$ cat src/hdl/irq_ctl_pkg.sv
// constants shared by the vectored interrupt controller and its priority picker
package irq_ctl_pkg;
  // source layout inside the 20-bit flag vector
  localparam int NUM_SRC = 20;
  localparam int SER_LSB = 0;
  localparam int SER_W = 8;
  localparam int DMA_LSB = 8;
  localparam int DMA_W = 8;
  localparam int TMR_LSB = 16;
  localparam int TMR_W = 4;
  localparam int GRP_W = 8;
  localparam int IDX_W = 3;
  // register addresses on the slave address pins
  localparam logic [6:0] ADDR_STATUS_0 = 7'h00;
  localparam logic [6:0] ADDR_STATUS_1 = 7'h01;
  localparam logic [6:0] ADDR_STATUS_2 = 7'h02;
  localparam logic [6:0] ADDR_MASK_0 = 7'h04;
  localparam logic [6:0] ADDR_MASK_1 = 7'h05;
  localparam logic [6:0] ADDR_MASK_2 = 7'h06;
  localparam logic [6:0] ADDR_CONTROL = 7'h08;
  localparam logic [6:0] ADDR_FIXED_VEC = 7'h0A;
  localparam logic [6:0] ADDR_MOD_VEC = 7'h0B;
  // control register fields
  localparam int CTL_ACK_LO = 0;
  localparam int CTL_ACK_HI = 1;
  localparam int CTL_VOS = 2;
  localparam int CTL_SWAP = 3;
  localparam int CTL_W = 4;
  localparam logic [1:0] ACK_NONE = 2'h0;
  localparam logic [1:0] ACK_SINGLE = 2'h1;
  localparam logic [1:0] ACK_DOUBLE = 2'h2;
  // modified vector: user bits on top, source code below
  localparam int MODV_CODE_W = 6;
  localparam int MODV_USER_W = 2;
  localparam logic [5:0] CODE_NONE = 6'h00;
  localparam logic [5:0] CODE_SER_BASE = 6'h01;
  localparam logic [5:0] CODE_DMA_BASE = 6'h09;
  localparam logic [5:0] CODE_TMR_BASE = 6'h11;
  localparam logic [7:0] RST_BYTE = 8'h00;
  localparam logic [19:0] RST_FLAGS = 20'h0_0000;
endpackage

$ cat src/hdl/source_prioritizer.sv
// picks the highest-priority active source and registers its six-bit code
`timescale 1ns/1ps
module source_prioritizer (
  // clock and reset
  input wire logic mclk_i,
  input wire logic sys_rst_i,
  // unmasked active flags and group order
  input wire logic [irq_ctl_pkg::NUM_SRC-1:0] active_i,
  input wire logic swap_i,
  // winning code
  output logic [irq_ctl_pkg::MODV_CODE_W-1:0] code_o
);
  import irq_ctl_pkg::*;

  logic [MODV_CODE_W-1:0] code_r;
  logic [MODV_CODE_W-1:0] code_nxt;
  logic [GRP_W-1:0] ser_v;
  logic [GRP_W-1:0] dma_v;
  logic [GRP_W-1:0] tmr_v;

  // lowest set bit wins inside a group
  function automatic logic [IDX_W-1:0] first_set(input logic [GRP_W-1:0] v);
    logic [IDX_W-1:0] idx;
    idx = '0;
    for (int i = GRP_W - 1; i >= 0; i--) begin
      if (v[i]) begin
        idx = IDX_W'(i);
      end
    end
    return idx;
  endfunction

  always_comb begin
    ser_v = active_i[SER_LSB +: SER_W];
    dma_v = active_i[DMA_LSB +: DMA_W];
    tmr_v = {{(GRP_W - TMR_W){1'b0}}, active_i[TMR_LSB +: TMR_W]};
    code_nxt = CODE_NONE;
    if (swap_i && (|dma_v)) begin
      code_nxt = CODE_DMA_BASE + MODV_CODE_W'(first_set(dma_v));
    end else if (|ser_v) begin
      code_nxt = CODE_SER_BASE + MODV_CODE_W'(first_set(ser_v));
    end else if (|dma_v) begin
      code_nxt = CODE_DMA_BASE + MODV_CODE_W'(first_set(dma_v));
    end else if (|tmr_v) begin
      code_nxt = CODE_TMR_BASE + MODV_CODE_W'(first_set(tmr_v));
    end
  end

  always_ff @(posedge mclk_i or posedge sys_rst_i) begin
    if (sys_rst_i) begin
      code_r <= CODE_NONE;
    end else begin
      code_r <= code_nxt;
    end
  end

  assign code_o = code_r;
endmodule // source_prioritizer

$ cat src/hdl/vectored_interrupt_control.sv
// vectored interrupt controller: flags, masks, request pin and acknowledge vector
//
// Behaviour
// - twenty sticky source flags in three status registers
// - three mask registers gate each flag
// - request pin low while unmasked flag active
// - acknowledge pin starts a vector cycle
// - two control bits pick acknowledge type
// - no-acknowledge type never drives vector
// - single type drives vector on first acknowledge
// - double type drives only on second acknowledge
// - select bit picks fixed or modified vector
// - fixed vector is output exactly as written
// - modified vector: two user bits, six code
// - code names highest-priority active source
// - swap bit exchanges serial and dma priority
// - flags come from serial, dma, timer units
`timescale 1ns/1ps
module vectored_interrupt_control (
  // clock and reset
  input wire logic mclk_i,
  input wire logic sys_rst_i,
  // register slave pins
  input wire logic reg_cs_n_i,
  input wire logic reg_rd_n_i,
  input wire logic reg_wr_n_i,
  input wire logic [6:0] reg_addr_i,
  input wire logic [7:0] data_i,
  output logic [7:0] data_o,
  output logic data_oe_o,
  // event pulses from the source units
  input wire logic [irq_ctl_pkg::SER_W-1:0] serial_channel_unit_irq_i,
  input wire logic [irq_ctl_pkg::DMA_W-1:0] dma_unit_irq_i,
  input wire logic [irq_ctl_pkg::TMR_W-1:0] timer_irq_i,
  // host interrupt handshake
  output logic irq_n_o,
  input wire logic irq_ack_n_i
);
  import irq_ctl_pkg::*;

  localparam int SYNC_W = 19;

  // two-stage synchroniser for every pin input
  logic [SYNC_W-1:0] pin_meta_r;
  logic [SYNC_W-1:0] pin_sync_r;
  logic cs_n_s;
  logic rd_n_s;
  logic wr_n_s;
  logic ack_n_s;
  logic [6:0] addr_s;
  logic [7:0] wdata_s;

  always_ff @(posedge mclk_i or posedge sys_rst_i) begin
    if (sys_rst_i) begin
      pin_meta_r <= '1;
      pin_sync_r <= '1;
    end else begin
      pin_meta_r <= {reg_cs_n_i, reg_rd_n_i, reg_wr_n_i, irq_ack_n_i, reg_addr_i, data_i};
      pin_sync_r <= pin_meta_r;
    end
  end

  assign {cs_n_s, rd_n_s, wr_n_s, ack_n_s, addr_s, wdata_s} = pin_sync_r;

  // register write capture: commit on the trailing edge of the strobe
  logic wr_act;
  logic rd_act;
  logic wr_act_r;
  logic wr_act_nxt;
  logic [6:0] waddr_r;
  logic [6:0] waddr_nxt;
  logic [7:0] wdata_r;
  logic [7:0] wdata_nxt;
  logic wr_commit;

  always_comb begin
    wr_act = !cs_n_s && !wr_n_s;
    rd_act = !cs_n_s && !rd_n_s;
    wr_act_nxt = wr_act;
    waddr_nxt = wr_act ? addr_s : waddr_r;
    wdata_nxt = wr_act ? wdata_s : wdata_r;
    wr_commit = wr_act_r && !wr_act;
  end

  always_ff @(posedge mclk_i or posedge sys_rst_i) begin
    if (sys_rst_i) begin
      wr_act_r <= 1'b0;
      waddr_r <= '0;
      wdata_r <= RST_BYTE;
    end else begin
      wr_act_r <= wr_act_nxt;
      waddr_r <= waddr_nxt;
      wdata_r <= wdata_nxt;
    end
  end

  // flags, masks and control registers
  logic [NUM_SRC-1:0] src_ev;
  logic [NUM_SRC-1:0] status_r;
  logic [NUM_SRC-1:0] status_nxt;
  logic [NUM_SRC-1:0] status_clr;
  logic [NUM_SRC-1:0] mask_r;
  logic [NUM_SRC-1:0] mask_nxt;
  logic [CTL_W-1:0] ctl_r;
  logic [CTL_W-1:0] ctl_nxt;
  logic [7:0] fixed_vec_r;
  logic [7:0] fixed_vec_nxt;
  logic [MODV_USER_W-1:0] modv_user_r;
  logic [MODV_USER_W-1:0] modv_user_nxt;
  logic [NUM_SRC-1:0] pending;
  logic [MODV_CODE_W-1:0] src_code;
  logic [1:0] ack_mode;

  always_comb begin
    src_ev = {timer_irq_i, dma_unit_irq_i, serial_channel_unit_irq_i};
    status_clr = '0;
    mask_nxt = mask_r;
    ctl_nxt = ctl_r;
    fixed_vec_nxt = fixed_vec_r;
    modv_user_nxt = modv_user_r;
    if (wr_commit) begin
      unique case (waddr_r)
        // software clears a flag by writing one to it
        ADDR_STATUS_0: status_clr[SER_LSB +: SER_W] = wdata_r[SER_W-1:0];
        ADDR_STATUS_1: status_clr[DMA_LSB +: DMA_W] = wdata_r[DMA_W-1:0];
        ADDR_STATUS_2: status_clr[TMR_LSB +: TMR_W] = wdata_r[TMR_W-1:0];
        ADDR_MASK_0: mask_nxt[SER_LSB +: SER_W] = wdata_r[SER_W-1:0];
        ADDR_MASK_1: mask_nxt[DMA_LSB +: DMA_W] = wdata_r[DMA_W-1:0];
        ADDR_MASK_2: mask_nxt[TMR_LSB +: TMR_W] = wdata_r[TMR_W-1:0];
        ADDR_CONTROL: ctl_nxt = wdata_r[CTL_W-1:0];
        ADDR_FIXED_VEC: fixed_vec_nxt = wdata_r;
        ADDR_MOD_VEC: modv_user_nxt = wdata_r[7 -: MODV_USER_W];
        default: ;
      endcase
    end
    // a new event beats a clear landing in the same cycle
    status_nxt = (status_r & ~status_clr) | src_ev;
    pending = status_r & mask_r;
    ack_mode = {ctl_r[CTL_ACK_HI], ctl_r[CTL_ACK_LO]};
  end

  always_ff @(posedge mclk_i or posedge sys_rst_i) begin
    if (sys_rst_i) begin
      status_r <= RST_FLAGS;
      mask_r <= RST_FLAGS;
      ctl_r <= '0;
      fixed_vec_r <= RST_BYTE;
      modv_user_r <= '0;
    end else begin
      status_r <= status_nxt;
      mask_r <= mask_nxt;
      ctl_r <= ctl_nxt;
      fixed_vec_r <= fixed_vec_nxt;
      modv_user_r <= modv_user_nxt;
    end
  end

  source_prioritizer u_prio (
    .mclk_i(mclk_i),
    .sys_rst_i(sys_rst_i),
    .active_i(pending),
    .swap_i(ctl_r[CTL_SWAP]),
    .code_o(src_code)
  );

  // request pin and acknowledge sequencing
  logic irq_n_r;
  logic irq_n_nxt;
  logic ack_act;
  logic ack_prev_r;
  logic ack_start;
  logic second_r;
  logic second_nxt;
  logic vec_drive_r;
  logic vec_drive_nxt;
  logic drive_now;
  logic [7:0] vector_r;
  logic [7:0] vector_nxt;
  logic [7:0] modv_rd;

  always_comb begin
    irq_n_nxt = !(|pending);
    ack_act = !ack_n_s;
    ack_start = ack_act && !ack_prev_r;
    modv_rd = {modv_user_r, src_code};
    drive_now = (ack_mode == ACK_SINGLE)
             || ((ack_mode == ACK_DOUBLE) && second_r);
    second_nxt = second_r;
    vector_nxt = vector_r;
    if (ack_mode != ACK_DOUBLE) begin
      second_nxt = 1'b0;
    end else if (ack_start) begin
      second_nxt = !second_r;
    end
    // the vector is frozen at the start so it cannot change mid-cycle
    if (ack_start) begin
      vector_nxt = ctl_r[CTL_VOS] ? modv_rd : fixed_vec_r;
    end
    // reserved code and no-acknowledge never drive
    vec_drive_nxt = ack_act && (ack_start ? drive_now : vec_drive_r);
  end

  always_ff @(posedge mclk_i or posedge sys_rst_i) begin
    if (sys_rst_i) begin
      irq_n_r <= 1'b1;
      ack_prev_r <= 1'b0;
      second_r <= 1'b0;
      vec_drive_r <= 1'b0;
      vector_r <= RST_BYTE;
    end else begin
      irq_n_r <= irq_n_nxt;
      ack_prev_r <= ack_act;
      second_r <= second_nxt;
      vec_drive_r <= vec_drive_nxt;
      vector_r <= vector_nxt;
    end
  end

  // data pins: vector during acknowledge, register contents during read
  logic [7:0] dout_r;
  logic [7:0] dout_nxt;
  logic dout_oe_r;
  logic dout_oe_nxt;
  logic [7:0] rd_mux;

  always_comb begin
    unique case (addr_s)
      ADDR_STATUS_0: rd_mux = status_r[SER_LSB +: SER_W];
      ADDR_STATUS_1: rd_mux = status_r[DMA_LSB +: DMA_W];
      ADDR_STATUS_2: rd_mux = {{(8 - TMR_W){1'b0}}, status_r[TMR_LSB +: TMR_W]};
      ADDR_MASK_0: rd_mux = mask_r[SER_LSB +: SER_W];
      ADDR_MASK_1: rd_mux = mask_r[DMA_LSB +: DMA_W];
      ADDR_MASK_2: rd_mux = {{(8 - TMR_W){1'b0}}, mask_r[TMR_LSB +: TMR_W]};
      ADDR_CONTROL: rd_mux = {{(8 - CTL_W){1'b0}}, ctl_r};
      ADDR_FIXED_VEC: rd_mux = fixed_vec_r;
      ADDR_MOD_VEC: rd_mux = modv_rd;
      default: rd_mux = RST_BYTE;
    endcase
    dout_oe_nxt = vec_drive_nxt || rd_act;
    dout_nxt = vec_drive_nxt ? vector_nxt : rd_mux;
  end

  always_ff @(posedge mclk_i or posedge sys_rst_i) begin
    if (sys_rst_i) begin
      dout_r <= RST_BYTE;
      dout_oe_r <= 1'b0;
    end else begin
      dout_r <= dout_nxt;
      dout_oe_r <= dout_oe_nxt;
    end
  end

  assign data_o = dout_r;
  assign data_oe_o = dout_oe_r;
  assign irq_n_o = irq_n_r;
endmodule // vectored_interrupt_control

$ cat config.mk
export PLATFORM = sky130hd
export DESIGN_NAME = vectored_interrupt_control
export DESIGN_NICKNAME = d
export VERILOG_FILES = /design/src/hdl/irq_ctl_pkg.sv /design/src/hdl/source_prioritizer.sv /design/src/hdl/vectored_interrupt_control.sv
export SDC_FILE = /design/constraint.sdc
export NUM_CORES = 1
export LEC_CHECK = 0
export ABC_AREA = 1
export ABC_CLOCK_PERIOD_IN_PS = 3700
export BUFFER_PORTS_ARGS = -buffer_cell sky130_fd_sc_hd__buf_2
export CAP_MARGIN = 20
export CORE_MARGIN = 2
export CORE_UTILIZATION = 53
export DETAILED_ROUTE_END_ITERATION = 16
export HOLD_SLACK_MARGIN = 0.02
export PLACE_DENSITY = 0.84
export SYNTH_ARGS = -nofsm -noshare
export SYNTH_HDL_FRONTEND = slang
export SYNTH_SLANG_ARGS = --single-unit
$ cat constraint.sdc
create_clock -name mclk_i -period 3.7 [get_ports mclk_i]
set_input_delay 0.37 -clock mclk_i [delete_from_list [all_inputs] [get_ports mclk_i]]
set_output_delay 0.37 -clock mclk_i [all_outputs]
set_load 0.05 [all_outputs]
# Word-level counts from Yosys, hierarchy flattened
# Cells that the tools add are included.
totals:
  reg_bits: 135
  in_bits: 41
  output_inout_bits: 10
  word_cells: 122
classes:
  n_addsub: 4
  eq_ne: 19
  n_mux: 45
  bitwise: 4
  reduce_logical: 30
op_table:
  columns: ["op", "n"]
  rows:
  - ["3-bit 2-to-1 mux", 26]
  - ["8-bit case mux with 9 select lines", 1]
  - ["7-bit by 3-bit == test with 1-bit output, second input constant", 6]
  - ["7-bit by 4-bit == test with 1-bit output, second input constant", 6]
  - ["20-bit AND", 2]
  - ["8-bit 2-to-1 mux", 5]
  - ["6-bit 2-to-1 mux", 4]
  - ["20-bit 2-to-1 mux", 1]
  - ["20-bit NOT", 1]
  - ["20-bit bitwise OR", 1]
  - ["20-bit OR reduction", 1]
  - ["8-bit OR reduction", 2]
  - ["7-bit by 1-bit == test with 1-bit output, second input constant", 2]
  - ["7-bit by 2-bit == test with 1-bit output, second input constant", 2]
  - ["7-bit logical NOT", 2]
  - ["2-bit AND reduction", 6]
  - ["4-bit by 3-bit adder with 5-bit output, first input constant", 2]
  - ["1-bit logical NOT", 8]
  - ["2-bit 2-to-1 mux", 4]
  - ["1-bit logical AND", 7]
  - ["5-bit by 3-bit adder with 6-bit output, first input constant", 1]
  - ["1-bit by 3-bit adder with 4-bit output, first input constant", 1]
  - ["4-bit 2-to-1 mux", 1]
  - ["4-bit OR reduction", 1]
  - ["6 further kinds", 9]

# Depth between registers and ports, before layout
# Gate-level depths: netlist of the first run.
depth:
  word_depth: 16
  depth_mapped: 16
  depth_no_buf: 16

# Cells and area by module
# A second synthesis of the first run with hierarchy kept.
unflattened:
  cells_unflattened: 705
  hier_area_um2: 6109.6
modules_own_cells:
  columns: ["module", "instances", "cells_each", "area_per_inst_um2", "seq_area_each_um2"]
  rows:
  - ["vectored_interrupt_control", 1, 603, 5465.2, 3276.9]
  - ["source_prioritizer", 1, 102, 644.4, 125.1]

# Least setup slack after synthesis of the first run
# No wires, ideal clock.
synth_timing:
  path_kind: "flip-flop to flip-flop"
  start: "register mask_r[13]"
  end: "register u_prio.code_r[2], in the netlist u_prio.code_o[2]"
  setup_ns: 0.117
  arrival_ns: 1.359
  required_time_ns: 3.583
  path_slack_ns: 2.224
  stages_incl_launch_ff: 13
  n_path_buf: 0
  synth_period_minus_slack_ns: 1.476
  cell_sequence: "dfrtp_1 nand2_1 nand2_1 nand2_1 nand2_1 nand2_1 nand2_1 nand2_1 inv_1 ha_1 ha_1 nand2_1 nand2_1"
synth_between:
  elab_chain_len: 14
  elab_cells_between_ends: 18
  classes_between: "2 x add/sub; 13 x mux; 1 x bitwise; 2 x reduce/logical"
synth_rtl:
  columns: ["element", "line_no", "text"]
  rows:
  - ["from (decl)", "vectored_interrupt_control.sv:102", "logic [NUM_SRC-1:0] mask_r;"]
  - ["from (signal assigned)", "vectored_interrupt_control.sv:151", "mask_r <= mask_nxt;"]
  - ["20-bit AND (*)", "vectored_interrupt_control.sv:138", "pending = status_r & mask_r;"]
  - ["3-bit 2-to-1 mux (6 in series)", "source_prioritizer.sv:26", "if (v[i]) begin"]
  - ["3-bit 2-to-1 mux", "source_prioritizer.sv:42", "end else if (|dma_v) begin"]
  - ["3-bit 2-to-1 mux", "source_prioritizer.sv:40", "end else if (|ser_v) begin"]
  - ["3-bit 2-to-1 mux", "source_prioritizer.sv:38", "if (swap_i && (|dma_v)) begin"]
  - ["4-bit by 3-bit adder with 5-bit output", "source_prioritizer.sv:43", "code_nxt = CODE_DMA_BASE + MODV_CODE_W'(first_set(dma_v));"]
  - ["6-bit 2-to-1 mux", "source_prioritizer.sv:42", null]
  - ["6-bit 2-to-1 mux", "source_prioritizer.sv:40", null]
  - ["6-bit 2-to-1 mux (*)", "source_prioritizer.sv:38", null]
  - ["via u_prio.code_nxt[2]", "source_prioritizer.sv:16", "logic [MODV_CODE_W-1:0] code_nxt;"]
  - ["to (signal assigned)", "source_prioritizer.sv:53", "code_r <= code_nxt;"]
  - ["to (decl)", "source_prioritizer.sv:15", "logic [MODV_CODE_W-1:0] code_r;"]
# Mark *: on every way through the listed nets, which the timed path passes. The rest lies on a longest branch. The select of a mux whose other input is x is not followed.
# A chain may end at the register's enable or synchronous reset.

# Worst setup path after layout of the first run
layout_timing:
  start: "register pin_sync_r[16]"
  end: "register mask_r[3]"
layout_between:
  elab_chain_len: 5
layout_rtl:
  columns: ["element", "line_no", "text"]
  rows:
  - ["from (decl)", "vectored_interrupt_control.sv:45", "logic [SYNC_W-1:0] pin_sync_r;"]
  - ["from (signal assigned)", "vectored_interrupt_control.sv:59", "pin_sync_r <= pin_meta_r;"]
  - ["1-bit logical NOT", "vectored_interrupt_control.sv:77", "wr_act = !cs_n_s && !wr_n_s;"]
  - ["1-bit logical AND", "vectored_interrupt_control.sv:77", null]
  - ["1-bit logical NOT", "vectored_interrupt_control.sv:82", "wr_commit = wr_act_r && !wr_act;"]
  - ["1-bit logical AND", "vectored_interrupt_control.sv:82", null]
  - ["2-bit AND reduction (no source line)", null, null]
# No other way between the ends.

==> results.cfg, run 1 <==
[logic_synthesis]
synthTopCellsByArea = dfrtp_1 41%, dfstp_2 18%, nand2_1 15%, o21ai_0 4.9%, inv_1 4.2%
synth_edf_count = 0
syn_avg_cell_area_sq_um = 8.74
async_flop_share = 1.00
ys.flop_type = dfrtp_1
synth-seq-cells = 134
synth_cell_type_count = 31
synth_top_family_by_area = simple AND/OR/NAND/NOR gates
synthAdderAreaFrac = 0.00869
muxShareOfSynthArea = 0
synth-seq-area-share = 0.591
syn_nets = 704
synth_xor_xnor_area_share = 0
synth_cells = 659
ys_warn_count = 0
yosys.area.top_type = dfrtp_1
yosys.area.top_type_share = 0.413
synth_compound_area_frac = 0.0937
synthSimpleGateAreaFrac = 0.250
post-synth-top-count-cell = nand2_1
synth_common_cells = 233 x nand2_1, 95 x dfrtp_1, 64 x inv_1
syn-cell-area_sq_mm = 0.00576

[setup_path]
required_ns = 4.14
crit_path_max_fanout = 30
reg2reg_from = pin_sync_r[16]
arrival_ns = 2.32
endpoint_kind = register
start_kind = register
crit_type = reg -> reg
cp-startpoint = pin_sync_r[16]

[timing]
clock_skew_ns = 0.00615
grt_setup_unrepaired = false
period_minus_slack_ns = 1.88
final_max_slew_viol_count = 0
max_slew_margin = 0.582
setup-tns-final_ns = 0
worst_slew_pin_slew_ns = 0.626
finalSetupViolCount = 0
fin_ws_ns = 1.82
fmax_ghz = 0.532
hold_viol = 0
period_share = 0.508

[cells_and_area]
num_antenna_cells = 0
drive_above_1_share = 0.189
multi_input_area_sq_mm = 0.00203
fin_util = 0.649
n_fill_cell = 853
fin_nets = 789
synthToLayoutAreaGrowth_pct = 20.7
register_area_sq_mm = 0.00340

[drt]
viasPerCell = 5.28
vias = 4735
drc = 0
drtIter0Drc = 344
ant_nets = 0
wl_mm = 13.8
drt_pass1_iterations = 5
wl_per_cell_um = 15.4

[clocking]
cts_tree = built
insertion_delay_ns = 0.52
cts_max_path_buffers = 2
clock-sinks = 134
clk_pin_slew_ns = 0.06
h-tree-depth = 4
numCtsBuffers = 17
cts_setup_buffers = 0
clock-root-buffer = clkbuf_8

[grt]
grt_pass1_vias = 4795
antenna_found_initial = 0
grt_pass1_wl_mm = 23.1
track_usage = 0.262
grt_max_degree = 71
grt_overflow = 0

[power_and_ir_drop]
p_seq_frac = 0.442
total_power_mw = 3.89
power_leakage_nw = 3.48
vdd_drop_max_uv = 427
comb_power_share = 0.151
clockPowerShare = 0.407
p_int_mw = 2.75
p_switching_mw = 1.14
pwr_density_cell_mw_per_mm2 = 560
swShare = 0.293

[run_status]
status = finished, final reports clean

[die]
start_util = 0.538
die_area_sq_mm = 0.0117
num_io_pins = 51
die_x_um = 108
core_sq_mm = 0.0107
die_h_um = 108
rows = 38

[hold_path]
hp-start = dma_unit_irq_i[4]
hold_path.class = in -> reg

[placed_design]
port_buffers = 50
dp_hpwl_mm = 9.78
gp_congestion = 1.02
place_ws_ns = 1.87

[flow_run]
maxCapViolCount = 0
[flip-flops by register name, summed over array words and instances, names as in the netlist]
name and flops:
data_oe_o 1, ack_prev_r 1, vec_drive_r 1, u_prio.code_o 5, second_r 1, pin_meta_r 19
waddr_r 7, fixed_vec_r 8, data_o 8, pin_sync_r 19, vector_r 8, status_r 20
modv_user_r 2, wr_act_r 1, mask_r 20, ctl_r 4, wdata_r 8, irq_n_o 1
[timing repair]
item | in CTS | in global routing
hold endpoints to repair | 41 | 0
setup endpoints to repair | 0 | 0
hold buffers | 23 | 0
gates resized for setup | 0 | 0
[worst max-delay path, cell delays in order, from the launching register on]
cell and delay [ns]:
dfstp_2 0.38, nor2_4 0.44, inv_4 0.11, nand2_4 0.16
inv_1 0.07, nand2_1 0.39, nand2_1 0.13, o21ai_1 0.11
[stage by stage]
| stage | area [sq um] | cells | hold slack, ns |
|---|---|---|---|
| after floorplan | 5760 | 659 | 0.345 |
| after global placement | 6150 | 842 | 0.345 |
| after detailed placement | 6150 | 842 | 0.347 |
| after CTS | 6950 | 897 | 0.0207 |
| after global routing | 6950 | 897 | 0.0244 |
| final | 6950 | 897 | 0.0366 |
[area by class of cell]
type | count | area share
Multi-Input combinational cell | 447 | 0.292
Tap cell | 140 | 0.0252
Clock inverter | 10 | 0.0119
Sequential cell | 134 | 0.490
Inverter | 69 | 0.0382
Clock buffer | 22 | 0.0699
Timing Repair Buffer | 75 | 0.0731
[path summary, 6_finish.rpt]
path	endpoint	slack, ns	cells after the start
max in group asynchronous	irq_n_o	2.33	4
setup / recovery	mask_r[3]	1.82	7
hold reg to reg	pin_sync_r[5]	0.36	0
min in group asynchronous	wdata_r[1]	0.48	3
setup reg to reg	mask_r[3]	1.82	7
hold / removal	status_r[12]	0.04	2
[metal layers]
layer / track usage / vias up / wire length, um
met5: 0 / - / 0
met1: 0.317 / 2273 / 5810
met4: 0.107 / 0 / 337
li1: - / 2270 / -
met3: 0.0633 / 27 / 757
met2: 0.451 / 165 / 6940
[power groups by stage]
stage	logic (mW)	registers (mW)	clock network, mW
global placement	0.541	1.73	0
CTS	0.585	1.72	1.60
finish	0.588	1.72	1.59
floorplan	0.387	1.74	0
global route	0.669	1.73	1.68
detailed placement	0.561	1.74	0
[cells by family after synthesis]
family	after synthesis
simple gates	340
flops	134
compound gates	103
buf+inv	78
fa+ha+maj	4
[cell usage in the layout (no fill, tap or decap), drive strengths merged]
| cell type | Yosys | routed |
|---|---|---|
| o31ai | 2 | 2 |
| nor2 | 55 | 55 |
| o21ai | 82 | 82 |
| dfstp | 39 | 39 |
| dfrtp | 95 | 95 |
| a21oi | 10 | 10 |
| dlygate4sd3 | 0 | 23 |
| ha | 4 | 4 |
| nand2 | 236 | 236 |
| clkinv | 2 | 6 |
| buf | 6 | 52 |
| a31oi | 2 | 2 |
| o21a | 1 | 1 |
| nand3 | 39 | 39 |
| clkinvlp | 0 | 1 |
| nor3 | 6 | 6 |
| o21bai | 5 | 5 |
| o22ai | 1 | 1 |
| clkbuf | 3 | 22 |
| inv | 67 | 72 |
| nand4 | 4 | 4 |
No activity file was read; power rests on OpenSTA's default activity.
==> run 2: changes to the inputs <==
ABC_AREA = 0   (was 1)
ABC_CLOCK_PERIOD_IN_PS = 1700   (was 3700)
clock period = 1.7 ns   (was 3.7 ns; I/O delays follow)
==> results.cfg, run 2 <==
[grt]
track_usage = 0.297
grt_pass1_vias = 4861
grt_overflow = 0
grt_max_degree = 51
grt_pass1_wl_mm = 25.5
antenna_found_initial = 0

[die]
die_area_sq_mm = 0.0117
die_h_um = 108
start_util = 0.537
rows = 38
core_sq_mm = 0.0107
die_x_um = 108
num_io_pins = 51

[setup_path]
r2r_slack_ns = -0.42
required_ns = 2.09
start_kind = register
endpoint_kind = register
crit_type = reg -> reg
crit_path_max_fanout = 2
arrival_ns = 2.51

[timing]
max_slew_margin = 0.616
grt_setup_unrepaired = true
hold_viol = 0
worst_slew_pin_slew_ns = 0.576
period_minus_slack_ns = 2.12
fin_ws_ns = -0.418
fmax_ghz = 0.472
period_share = 1.25
finalSetupViolCount = 34
clock_skew_ns = 0.00908
hold_slack_ns = 0.229
final_max_slew_viol_count = 0

[placed_design]
place_ws_ns = -0.247
gp_congestion = 0.990
dp_hpwl_mm = 9.73
dp_cells = 687
port_buffers = 50
placed_cell_area_sq_mm = 0.00669

[logic_synthesis]
ys_warn_count = 0
syn_avg_cell_area_sq_um = 13.1
synth_cell_type_count = 59
yosys.area.top_type = dfrtp_1
syn_nets = 484
synth_cells = 439
synthTopCellsByArea = dfrtp_1 41%, dfstp_2 18%, mux2_2 10%, a21o_1 2.7%, mux2i_1 2.3%
synth-seq-cells = 134
synth-seq-area-share = 0.593
ys.flop_type = dfrtp_1
post-synth-top-count-cell = dfrtp_1
async_flop_share = 1.00
synth_xor_xnor_area_share = 0.00153
synthSimpleGateAreaFrac = 0.0974
synth_compound_area_frac = 0.138
synth_edf_count = 0
muxShareOfSynthArea = 0.146
yosys.area.top_type_share = 0.414
syn-cell-area_sq_mm = 0.00574
synth_common_cells = 95 x dfrtp_1, 52 x mux2_2, 39 x dfstp_2
synth_top_family_by_area = multiplexers
synthAdderAreaFrac = 0.00872

[drt]
drtIter0Drc = 458
wl_per_cell_um = 24.0
ant_nets = 0
wl_mm = 18.7
drt_pass1_iterations = 6
viasPerCell = 6.20
vias = 4844
drc = 0

[cells_and_area]
mostFrequentLayoutCell = dfrtp_1
synthToLayoutAreaGrowth_pct = 46.4
drive_above_1_share = 0.549
most-common-layout-cells = 91 x dfrtp_1, 74 x buf_4, 50 x buf_2
n_fill_cell = 520
fin_cells = 781
design_area_sq_mm = 0.00841
num_antenna_cells = 0
fin_nets = 673
reg_top3 = mask_r (20), status_r (20)

[power_and_ir_drop]
vdd_drop_max_uv = 946
total_power_mw = 9.61
pwr_density_cell_mw_per_mm2 = 1140
power_leakage_nw = 3.58

[clocking]
cts_max_path_buffers = 2
cts_tree = built
numCtsBuffers = 17
h-tree-depth = 4
clock-sinks = 134
clock-root-buffer = clkbuf_8
clk_pin_slew_ns = 0.06
insertion_delay_ns = 0.54

[run_status]
failed_checks = negative setup slack
status = complete, but fails checks

[hold_path]
hold_path.class = in -> async

[flow_run]
maxCapViolCount = 0
## run 2: cell types whose count changed in the layout (fill, tap and decap cells not counted), moves of 26 or more
cell	before	now
nand2_1	233	19
buf_4	1	74
inv_1	63	5
o21ai_0	56	5
mux2_4	0	32
mux2_2	0	27
nor2_1	45	19
o21ai_1	26	0
## run 2: path summary, 6_finish.rpt
| kind | start | end | cells past startpoint |
|---|---|---|---|
| worst max-delay path | mask_r[14] | u_prio.code_o[2] | 8 |
| worst min-delay path | sys_rst_i | data_oe_o | 3 |
| worst max register to register | mask_r[14] | u_prio.code_o[2] | 8 |
| worst min register to register | pin_meta_r[8] | pin_sync_r[8] | 0 |
| max in group asynchronous | sys_rst_i | pin_sync_r[0] | 4 |
| min in group mclk_i | data_i[5] | pin_meta_r[5] | 2 |
## run 2: cell families (layout without fill, tap and decap cells)
logic type,count (synthesis),count (layout)
AO/OA/AOI/OAI,103,103
XOR/XNOR,1,1
multiplexers,74,74
adder cells (fa/ha/maj),4,4
buffers and inverters,21,223
flip-flops,134,134
AND/OR/NAND/NOR,102,102
## run 2: critical path, stage by stage, from the launching register on
cell and delay, ns:
dfrtp_1 0.38, nand2_1 0.09, a32o_1 0.25, a222oi_1 0.38, nor2_1 0.15, ha_2 0.23
ha_4 0.22, o211ai_1 0.10, o221ai_1 0.17
## run 2: area by class of cell
| class | instances | area [sq um] | share of cell area |
|---|---|---|---|
| clock buffers | 18 | 428 | 0.0509 |
| multi-input cells | 284 | 2730 | 0.324 |
| flip-flops and latches | 134 | 3410 | 0.405 |
| well taps | 140 | 175 | 0.0208 |
| inverters | 8 | 33.8 | 0.00402 |
| clock inverters | 14 | 199 | 0.0237 |
| repair buffers | 183 | 1440 | 0.171 |
## run 2: metal layers
metal  up-vias  track usage  routed length, um
li1       2010            -                  -
met1      2404        0.364               6810
met2       320        0.487               9240
met3       110       0.0784               1590
met4         0        0.149               1100
met5         -            0                  0
## run 2: power by group
part | switching (mW) | internal (mW) | leakage [nW] | total (mW)
Combinational | 0.977 | 0.910 | 1.71 | 1.89
Sequential | 0.332 | 3.51 | 1.56 | 3.84
Clock | 1.45 | 2.44 | 0.300 | 3.89
## run 2: what timing repair did
| item | in CTS | in global routing |
|---|---|---|
| endpoints found under the setup margin | 48 | 63 |
| pin swaps | 27 | 25 |
| gates resized for setup | 59 | 66 |
| setup buffers | 11 | 11 |
| endpoints found under the hold margin | 56 | 0 |
| hold buffers | 40 | 0 |
## run 2: metrics by stage
| stage | TNS, ns | utilization |
|---|---|---|
| floorplan | -9.89 | - |
| global placement | -1.90 | 0.625 |
| detailed placement | -3.81 | 0.625 |
| CTS | -1.01 | 0.750 |
| global route | -3.94 | 0.786 |
| finish | -2.13 | 0.786 |
